File: src/amm_cfg.svh
// offsets, field positions, reset values for the min/max tracker
`ifndef AMM_CFG_SVH
`define AMM_CFG_SVH

// register byte addresses
`define AMM_ADR_CTRL     8'h00
`define AMM_ADR_UPPER    8'h04
`define AMM_ADR_LOWER    8'h08
`define AMM_ADR_MIN      8'h0c
`define AMM_ADR_MAX      8'h10
`define AMM_ADR_RESULT   8'h14
`define AMM_ADR_STATUS   8'h18

// control register fields
`define AMM_CTRL_MODE_LSB 0
`define AMM_CTRL_MODE_MSB 1
`define AMM_CTRL_RSTDIS   2
`define AMM_CTRL_FROMBLK  3
`define AMM_CTRL_CLEAR    4

// reset values
`define AMM_CTRL_RST     4'h0
`define AMM_UPPER_RST    16'h7fff
`define AMM_LOWER_RST    16'h8000
`define AMM_ZERO         16'h0000

`endif

File: src/amm_pkg.sv
// types of the min/max tracker
package amm_pkg;

	typedef enum logic [1:0] {
		AMM_MODE_MIN  = 2'b00,
		AMM_MODE_MAX  = 2'b01,
		AMM_MODE_SEL  = 2'b10,
		AMM_MODE_LIVE = 2'b11
	} amm_mode_type;

	typedef struct packed {
		logic         from_block;
		logic         rst_on_dis;
		amm_mode_type mode;
	} amm_ctrl_type;

	typedef struct packed {
		logic valid;
		logic show_max;
		logic enable;
	} amm_stat_type;

endpackage : amm_pkg

File: src/amm_min_max.sv
// min/max tracker with clamp and wishbone register slave
//
// Local design decisions: the placing of the registers and the Wishbone slave port.
`timescale 1ns/1ns
`default_nettype none
`include "amm_cfg.svh"

module amm_min_max
	import amm_pkg::*;
#(
	parameter int DATA_W = 16
) (
	input  wire logic                     clock_i,
	input  wire logic                     rst_n_i,
	input  wire logic                     cycle_strobe_i,
	input  wire logic                     enable_i,
	input  wire logic                     extreme_select_i,
	input  wire logic signed [DATA_W-1:0] analog_source_value_i,
	output logic signed [DATA_W-1:0]      analog_result_o,
	input  wire logic                     wb_cyc_i,
	input  wire logic                     wb_stb_i,
	input  wire logic                     wb_we_i,
	input  wire logic [7:0]               wb_adr_i,
	input  wire logic [3:0]               wb_sel_i,
	input  wire logic [31:0]              wb_dat_i,
	output logic [31:0]                   wb_dat_o,
	output logic                          wb_ack_o
);

	localparam int NBYTE = DATA_W / 8;
	localparam logic [DATA_W-1:0] UPPER_RST = DATA_W'(`AMM_UPPER_RST);
	localparam logic [DATA_W-1:0] LOWER_RST = DATA_W'(`AMM_LOWER_RST);
	localparam logic [DATA_W-1:0] ZERO_VAL  = DATA_W'(`AMM_ZERO);

	// ------------------------------------------------------------
	// reset release
	// ------------------------------------------------------------
	logic rst_meta_q;
	logic rst_sync_q;

	always_ff @(posedge clock_i or negedge rst_n_i) begin
		if (!rst_n_i) begin
			rst_meta_q <= 1'b0;
			rst_sync_q <= 1'b0;
		end else begin
			rst_meta_q <= 1'b1;
			rst_sync_q <= rst_meta_q;
		end
	end

	wire rst_n = rst_sync_q;

	// ------------------------------------------------------------
	// bus decode
	// ------------------------------------------------------------
	logic                     ack_q;
	logic [31:0]              rdat_q;
	logic [31:0]              rdat_d;
	amm_ctrl_type             ctrl_q;
	logic [DATA_W-1:0]        upper_q;
	logic [DATA_W-1:0]        lower_q;
	logic signed [DATA_W-1:0] min_q;
	logic signed [DATA_W-1:0] max_q;
	logic signed [DATA_W-1:0] result_q;
	logic                     valid_q;
	logic                     show_max_q;
	logic                     sel_prev_q;

	wire bus_req   = wb_cyc_i & wb_stb_i & ~ack_q;
	wire bus_wr    = bus_req & wb_we_i;
	wire hit_ctrl  = (wb_adr_i == `AMM_ADR_CTRL);
	wire hit_upper = (wb_adr_i == `AMM_ADR_UPPER);
	wire hit_lower = (wb_adr_i == `AMM_ADR_LOWER);
	wire wr_ctrl   = bus_wr & hit_ctrl & wb_sel_i[0];
	wire wr_upper  = bus_wr & hit_upper;
	wire wr_lower  = bus_wr & hit_lower;
	wire soft_clr  = wr_ctrl & wb_dat_i[`AMM_CTRL_CLEAR];

	amm_ctrl_type ctrl_wdata;

	assign ctrl_wdata.from_block = wb_dat_i[`AMM_CTRL_FROMBLK];
	assign ctrl_wdata.rst_on_dis = wb_dat_i[`AMM_CTRL_RSTDIS];
	assign ctrl_wdata.mode       = amm_mode_type'(wb_dat_i[`AMM_CTRL_MODE_MSB:`AMM_CTRL_MODE_LSB]);

	// ------------------------------------------------------------
	// bus answer
	// ------------------------------------------------------------
	always_ff @(posedge clock_i or negedge rst_n) begin
		if (!rst_n) begin
			ack_q  <= 1'b0;
			rdat_q <= 32'h0000_0000;
		end else begin
			ack_q  <= bus_req;
			rdat_q <= rdat_d;
		end
	end

	assign wb_ack_o = ack_q;
	assign wb_dat_o = rdat_q;

	amm_stat_type stat;

	assign stat.valid    = valid_q;
	assign stat.show_max = show_max_q;
	assign stat.enable   = enable_i;

	// ------------------------------------------------------------
	// read selection
	// ------------------------------------------------------------
	always_comb begin
		rdat_d = 32'h0000_0000;
		if (!bus_req || wb_we_i) begin
			rdat_d = 32'h0000_0000;
		end else if (hit_ctrl) begin
			rdat_d = {28'h000_0000, ctrl_q};
		end else if (hit_upper) begin
			rdat_d = {{(32-DATA_W){upper_q[DATA_W-1]}}, upper_q};
		end else if (hit_lower) begin
			rdat_d = {{(32-DATA_W){lower_q[DATA_W-1]}}, lower_q};
		end else if (wb_adr_i == `AMM_ADR_MIN) begin
			rdat_d = {{(32-DATA_W){min_q[DATA_W-1]}}, min_q};
		end else if (wb_adr_i == `AMM_ADR_MAX) begin
			rdat_d = {{(32-DATA_W){max_q[DATA_W-1]}}, max_q};
		end else if (wb_adr_i == `AMM_ADR_RESULT) begin
			rdat_d = {{(32-DATA_W){result_q[DATA_W-1]}}, result_q};
		end else if (wb_adr_i == `AMM_ADR_STATUS) begin
			rdat_d = {29'h0000_0000, stat};
		end else begin
			rdat_d = 32'h0000_0000;
		end
	end

	// ------------------------------------------------------------
	// configuration registers
	// ------------------------------------------------------------
	always_ff @(posedge clock_i or negedge rst_n) begin
		if (!rst_n) begin
			ctrl_q <= amm_ctrl_type'(`AMM_CTRL_RST);
		end else if (wr_ctrl) begin
			ctrl_q <= ctrl_wdata;
		end
	end

	// limits written per byte lane
	genvar b;
	generate
		for (b = 0; b < NBYTE; b++) begin : g_lane
			always_ff @(posedge clock_i or negedge rst_n) begin
				if (!rst_n) begin
					upper_q[8*b +: 8] <= UPPER_RST[8*b +: 8];
					lower_q[8*b +: 8] <= LOWER_RST[8*b +: 8];
				end else begin
					if (wr_upper && wb_sel_i[b]) begin
						upper_q[8*b +: 8] <= wb_dat_i[8*b +: 8];
					end
					if (wr_lower && wb_sel_i[b]) begin
						lower_q[8*b +: 8] <= wb_dat_i[8*b +: 8];
					end
				end
			end
		end
	endgenerate

	// ------------------------------------------------------------
	// select edge tracking
	// ------------------------------------------------------------
	wire sel_mode  = (ctrl_q.mode == AMM_MODE_SEL) & ~ctrl_q.from_block;
	wire sel_rise  = extreme_select_i & ~sel_prev_q;
	wire sel_fall  = ~extreme_select_i & sel_prev_q;
	wire show_max_d = !sel_mode ? show_max_q :
		sel_rise ? 1'b1 :
		sel_fall ? 1'b0 : show_max_q;

	always_ff @(posedge clock_i or negedge rst_n) begin
		if (!rst_n) begin
			sel_prev_q <= 1'b0;
			show_max_q <= 1'b0;
		end else begin
			sel_prev_q <= extreme_select_i;
			show_max_q <= show_max_d;
		end
	end

	// ------------------------------------------------------------
	// extreme tracking
	// ------------------------------------------------------------
	wire signed [DATA_W-1:0] samp = analog_source_value_i;
	wire signed [DATA_W-1:0] lo   = lower_q;
	wire signed [DATA_W-1:0] hi   = upper_q;

	wire dis_reset = cycle_strobe_i & ~enable_i & ctrl_q.rst_on_dis;
	wire track     = cycle_strobe_i & enable_i;
	wire fresh     = ~valid_q | soft_clr;

	wire signed [DATA_W-1:0] min_d =
		(fresh || samp < min_q) ? samp : min_q;
	wire signed [DATA_W-1:0] max_d =
		(fresh || samp > max_q) ? samp : max_q;

	// a sample in the same cycle as a clear starts a new record
	always_ff @(posedge clock_i or negedge rst_n) begin
		if (!rst_n) begin
			valid_q <= 1'b0;
			min_q   <= ZERO_VAL;
			max_q   <= ZERO_VAL;
		end else if (track) begin
			valid_q <= 1'b1;
			min_q   <= min_d;
			max_q   <= max_d;
		end else if (dis_reset || soft_clr) begin
			valid_q <= 1'b0;
			min_q   <= ZERO_VAL;
			max_q   <= ZERO_VAL;
		end
	end

	// ------------------------------------------------------------
	// output selection
	// ------------------------------------------------------------
	logic signed [DATA_W-1:0] pick;

	always_comb begin
		pick = samp;
		case (ctrl_q.mode)
			AMM_MODE_MIN: begin
				pick = min_d;
			end
			AMM_MODE_MAX: begin
				pick = max_d;
			end
			AMM_MODE_SEL: begin
				pick = show_max_d ? max_d : min_d;
			end
			default: begin
				pick = samp;
			end
		endcase
		if (ctrl_q.from_block) begin
			pick = samp;
		end
	end

	// ------------------------------------------------------------
	// clamp
	// ------------------------------------------------------------
	wire signed [DATA_W-1:0] low_cut = (pick < lo) ? lo : pick;
	wire signed [DATA_W-1:0] clamped = (low_cut > hi) ? hi : low_cut;

	// ------------------------------------------------------------
	// result register
	// ------------------------------------------------------------
	logic signed [DATA_W-1:0] result_d;

	always_comb begin
		result_d = result_q;
		if (!cycle_strobe_i) begin
			result_d = result_q;
		end else if (enable_i) begin
			result_d = clamped;
		end else if (ctrl_q.rst_on_dis) begin
			result_d = ZERO_VAL;
		end else begin
			result_d = result_q;
		end
	end

	always_ff @(posedge clock_i or negedge rst_n) begin
		if (!rst_n) begin
			result_q <= ZERO_VAL;
		end else begin
			result_q <= result_d;
		end
	end

	assign analog_result_o = result_q;

endmodule : amm_min_max
`default_nettype wire

File: config.mk
export PLATFORM = sky130hd
export DESIGN_NAME = amm_min_max
export DESIGN_NICKNAME = d
export VERILOG_FILES = /design/src/amm_pkg.sv /design/src/amm_min_max.sv
export VERILOG_INCLUDE_DIRS = /design/src
export SDC_FILE = /design/constraint.sdc
export NUM_CORES = 1
export LEC_CHECK = 0
export BUFFER_PORTS_ARGS = -buffer_cell sky130_fd_sc_hd__clkbuf_2
export CAP_MARGIN = 10
export CORE_MARGIN = 4
export CORE_UTILIZATION = 55
export DETAILED_ROUTE_END_ITERATION = 10
export GPL_ROUTABILITY_DRIVEN = 0
export PLACE_DENSITY = 0.74
export SLEW_MARGIN = 20
export SYNTH_ARGS = -nofsm -noshare
export SYNTH_HDL_FRONTEND = slang
export SYNTH_SLANG_ARGS = --single-unit
File: constraint.sdc
create_clock -name clock_i -period 6.6 [get_ports clock_i]
set_input_delay 0.66 -clock clock_i [delete_from_list [all_inputs] [get_ports clock_i]]
set_output_delay 0.66 -clock clock_i [all_outputs]
set_load 0.01 [all_outputs]
# After elaboration in Yosys (flattened, before gate mapping)
# Cells that the tools add are included.
[op_classes]
n_lt_le_gt_ge = 4
eq_ne = 8
n_mux = 25
bitwise_logic = 21
reduce_logical = 14
[op_table]
columns = ["op", "count"]
rows = [
  ["two-way mux 32 bit", 7],
  ["two-way mux 16 bit", 11],
  ["one-hot mux 16 bit (3 select lines)", 1],
  ["greater-than comparator 16 bit", 2],
  ["< comparator 16 bit", 2],
  ["equality test 8 x 5 -> 1 bit (second input constant)", 3],
  ["equality test 8 x 4 -> 1 bit (second input constant)", 2],
  ["AND 1 bit", 14],
  ["equality test 8 x 3 -> 1 bit (second input constant)", 1],
  ["zero test 8 bit", 1],
  ["inverter 1 bit", 6],
  ["two-way mux 1 bit", 5],
  ["logical AND 1 bit", 4],
  ["logical OR 1 bit", 4],
  ["nonzero test 2 bit", 2],
  ["two-way mux 3 bit", 1],
  ["equality test 2 x 1 -> 1 bit (second input constant)", 1],
  ["equality test 2 bit (second input constant)", 1],
  ["zero test 2 bit", 1],
  ["AND reduction 2 bit", 1],
  ["zero test 1 bit", 1],
  ["bitwise OR 1 bit", 1],
]
[totals]
register_bits = 122
in_bits = 68
elab_cells = 89

# Logic depth before layout (Yosys ltp)
[logic_depth]
word_depth = 17
depth_mapped = 33
mapped_depth_nobuf = 29

# Least setup slack after synthesis
# Ideal clock, no wire load.
[synth_timing]
path_type = "input-to-reg"
startpoint = "input analog_source_value_i[15]"
endpoint = "register result_q[10] (netlist: analog_result_o[10])"
setup_ns = 0.066
arrival_time_ns = 6.527
t_required_ns = 6.534
path_slack_ns = 0.007
cell_stages = 30
path_cell_list = "ha_1 -> nand4_1 -> or4_1 -> o22ai_1 -> a31oi_4 -> a221o_1 -> clkbuf_1 -> a21o_1 -> ha_1 -> nand3_1 -> o22ai_1 -> o21a_1 -> o21ai_0 -> a211oi_1 -> a21oi_1 -> a31oi_1 -> clkbuf_1 -> nand2_1 -> o21ai_0 -> ha_1 -> nor2b_1 -> o21a_1 -> o21a_1 -> o21ai_0 -> a31oi_1 -> o31ai_1 -> nand3_1 -> a211oi_2 -> buf_6 -> a221o_1"
[synth_between]
elab_chain_len = 11
[synth_lines]
columns = ["element", "line_no", "rtl"]
rows = [
  ["start: declaration", "amm_min_max.sv:18", "input wire logic signed [DATA_W-1:0] analog_source_value_i,"],
  ["< comparator 16 bit / greater-than comparator 16 bit (equally long branches)", "amm_min_max.sv:196, amm_min_max.sv:198", ""],
  ["logical OR 1 bit, on equally long branches", "amm_min_max.sv:196, amm_min_max.sv:198", ""],
  ["two-way mux 16 bit, on equally long branches", "amm_min_max.sv:196, amm_min_max.sv:198", ""],
  ["two-way mux 16 bit", "amm_min_max.sv:232", "pick = show_max_d ? max_d : min_d;"],
  ["one-hot mux 16 bit (3 select lines)", "amm_min_max.sv:224", "case (ctrl_q.mode)"],
  ["two-way mux 16 bit (*)", "amm_min_max.sv:238", "if (ctrl_q.from_block) begin"],
  ["< comparator 16 bit", "amm_min_max.sv:246", "wire signed [DATA_W-1:0] low_cut = (pick < lo) ? lo : pick;"],
  ["two-way mux 16 bit (*)", "amm_min_max.sv:246", ""],
  ["greater-than comparator 16 bit", "amm_min_max.sv:247", "wire signed [DATA_W-1:0] clamped = (low_cut > hi) ? hi : low_cut;"],
  ["two-way mux 16 bit (*)", "amm_min_max.sv:247", ""],
  ["two-way mux 16 bit (*)", "amm_min_max.sv:258", "end else if (enable_i) begin"],
  ["end signal: assignment", "amm_min_max.sv:271", "result_q <= result_d;"],
  ["end: declaration", "amm_min_max.sv:64", "logic signed [DATA_W-1:0] result_q;"],
]
# Mark *: on every way between the ends. The rest lies on a longest branch, timed or not.
# A chain may end at the register's enable or synchronous reset.

# Worst setup path after layout
[layout_timing]
startpoint = "input analog_source_value_i[14]"
endpoint = "register result_q[10] (netlist: analog_result_o[10])"
# The elaborated chain is that of the path after synthesis.

==> flow_summary.json <==
{
  "status": "finished, violations left",
  "violations": "negative setup slack",
  "finalCriticalPeriod_ns": 6.64,
  "route.antenna.remaining_nets": 0,
  "rr_startpoint": "max_q[14]",
  "power.total_uw": 3880,
  "grt_setup_unrepaired": "true",
  "die_h_um": 120,
  "synth_nets": 834,
  "synth_area_mm2": 0.00686,
  "synthesis.instances": 704,
  "synthDominantAreaCellType": "dfrtp_1",
  "clk_transition_reported_paths_ns": 0.06,
  "fp.dieW_um": 120,
  "synth.yosys.warnings": 0,
  "power_density_mw_per_mm2": 431,
  "drc_errors": 0,
  "critical_path_peak_fanout": 8,
  "io_pins": 117,
  "critical_path.startpoint_type": "input port",
  "final_standard_cell_utilization_of_the_core_pct": 74.3,
  "grt_use_met1_pct": 38.4,
  "wirelength_per_cell_um": 20.9,
  "final-max-slew-violation-count": 0,
  "io_buffers": 98,
  "drt_pre_antenna_iters": 6,
  "layout-area-overhead-vs-synth_pct": 31.3,
  "place_worst_setup_slack_ns": -0.765,
  "cp_slowest_cell": "a221o_1",
  "crit_arrival_ns": 6.88,
  "drive_above_1_share_pct": 38.3,
  "power.leakage_uw": 0.00417,
  "dieArea_mm2": 0.0143,
  "synth_area_leaders": "dfrtp_1 (33%), ha_1 (11%), a22o_1 (7.8%)",
  "global_route_wire_length_before_repair_um": 32500,
  "grt_pass1_vias": 6358,
  "timing.setup.tns_ns": -0.324,
  "critical_path.reg2reg.endpoint": "analog_result_o[11]",
  "cts-htree-levels": 3,
  "fp-row-count": 40,
  "relSlewSlack_pct": 25.7,
  "clockBufferDepth": 2,
  "max_cap_viol_count": 0,
  "clk_latency_ns": 0.35,
  "synth_async_sr_flop_share_pct": 100,
  "tritoncts": "built",
  "postSynth.topFlopCell": "dfrtp_1",
  "grt_most_used_layer": "met2",
  "ys_seq_elements": 106,
  "layout_worst_path_cycle_share_pct": 101,
  "use_met3_pct": 4.29,
  "setup.worst_path.class": "in2reg",
  "maximum_number_of_pins_on_one_net_before_global_route_repair": 62,
  "finish.cell_count_without_fillers": 1049,
  "cts-hold-fix-buffers": 0,
  "finalWorstSetupSlack_ns": -0.0426,
  "synth_cell_types": 52,
  "least_margin_pin_slew_ns": 1.10,
  "use_met2_pct": 46.2,
  "post-dp-hpwl_um": 15900,
  "diodes": 0,
  "grt_ovf": 0,
  "slowest_delay_ns": 0.45,
  "place.detailed.instances": 1013,
  "yosysSeqAreaShare_pct": 39.0,
  "clock_skew_ns": 0.0129,
  "finish.net_count": 1006,
  "syn_avg_cell_area_um2": 9.74,
  "track_usage_pct": 28.6,
  "synthMostInstantiatedCell": "dfrtp_1",
  "worst_min_delay_path_class": "in2async",
  "post-synth-top-area-fraction_pct": 32.8,
  "drt_iter0_markers": 818,
  "count_of_flip_flops_with_a_built_in_enable_after_synthesis": 0,
  "core-area_mm2": 0.0121,
  "fmax_mhz": 151,
  "post_synth_most_frequent_cells": "dfrtp_1 (90), inv_1 (70), ha_1 (62), a22o_1 (61), nand2_1 (61)",
  "antenna_violations_before_repair": 0,
  "crit_path_end_kind": "flop",
  "worst-r2r-setup-slack_ns": -0.04,
  "timing.critical_path.required_ns": 6.83,
  "vdd_ir_drop_max_mv": 0.261,
  "setup_viol_count_final": 15,
  "cts_root_buffer": "clkbuf_16",
  "cts_buffers": 9,
  "routed_wirelength_um": 21900,
  "vias": 6617,
  "detail_route.vias_per_cell": 6.31,
  "worstRegToRegCells": 32,
  "clock_sinks": 106,
  "endpoints_failing_hold": 0,
  "start_util_pct": 56.6
}
## state kept, by name, indices dropped and copies added (netlist names), 4 cells and up
| name | count |
|---|---|
| max_q | 16 |
| ctrl_q | 4 |
| wb_dat_o | 16 |
| min_q | 16 |
| lo | 16 |
| hi | 16 |
| analog_result_o | 16 |
## cell type report
type | instances | area [µm²]
clock buffer | 15 | 278
clock inverter | 1 | 7.51
multi-input combinational | 486 | 4170
sequential | 106 | 2680
tap | 168 | 210
inverter | 70 | 263
fill | 853 | 3110
timing repair buffer | 203 | 1400
## power breakdown
| group | internal (µW) | leakage [µW] | switching (µW) |
|---|---|---|---|
| combinational | 1240 | 0.00267 | 1260 |
| clock | 288 | 0.000136 | 233 |
| sequential | 747 | 0.00137 | 107 |
| total | 2280 | 0.00417 | 1600 |
## kinds of logic after synthesis
family	Yosys count	share of synthesized area, %
AOI/OAI and AO/OA	238	25.6
adders and majority gates	62	11.3
buffers and inverters	112	7.17
DFF	106	39.0
muxes	41	6.66
other	1	0.0547
and+or+nand+nor	144	10.2
## critical path, delay by kind of cell
family | cells | cell delay, ns
AO/OA/AOI/OAI | 17 | 3.35
adder cells (fa/ha/maj) | 3 | 0.89
buffers and inverters | 6 | 0.92
AND/OR/NAND/NOR | 6 | 1.05
## per-stage QoR
step	cell area [µm²]	hold slack, ns
after CTS	8360	0.0719
after floorplan	6860	0.331
after global routing	9000	0.0802
after detailed placement	8020	0.335
after global placement	8010	0.323
final	9000	0.0796
## what timing repair did
action                                  in CTS  in global routing
gates resized for setup                     16                 92
buffers inserted                             0                 15
cloned                                       0                  5
pin swaps                                    4                 48
endpoints found under the setup margin      16                 16
## how the worst max path moves through the flow
stage                              start                   to  slack [ns]  cells past startpoint
2_1_floorplan  analog_source_value_i[15]  analog_result_o[10]       0.007                     30
6_report       analog_source_value_i[14]  analog_result_o[10]       -0.04                     32
4_1_cts        analog_source_value_i[15]  analog_result_o[14]        0.03                     32
5_1_grt                         max_q[9]   analog_result_o[7]       -0.32                     30
3_3_place_gp   analog_source_value_i[15]  analog_result_o[10]       -0.46                     33
3_5_place_dp   analog_source_value_i[15]  analog_result_o[14]       -0.76                     33
## metal layers
metal / part of all wire, % / up-vias
met3: 8.2 / 86
met2: 48 / 389
li1: - / 2953
met1: 39 / 3189
met5: 0 / -
met4: 5.0 / 0
## cell usage in the layout, fill, tap and decap left out, types with 8 or more instances in the layout
cell | netlist | routed
ha_4 | 0 | 13
o21ai_1 | 2 | 9
dfrtp_1 | 90 | 89
dfstp_2 | 16 | 16
clkbuf_16 | 0 | 11
ha_1 | 62 | 48
mux2_2 | 37 | 37
buf_4 | 16 | 91
clkbuf_2 | 0 | 94
nor2b_1 | 10 | 8
a221oi_1 | 16 | 16
inv_1 | 70 | 69
a221o_1 | 19 | 19
o21ai_0 | 47 | 32
nand2_1 | 61 | 60
buf_6 | 1 | 12
nand4_1 | 12 | 12
a21oi_1 | 26 | 18
a22o_1 | 61 | 61
a21o_1 | 16 | 14
nor2_1 | 20 | 16
a31oi_1 | 15 | 13
No activity file was read; power rests on OpenSTA's default activity.
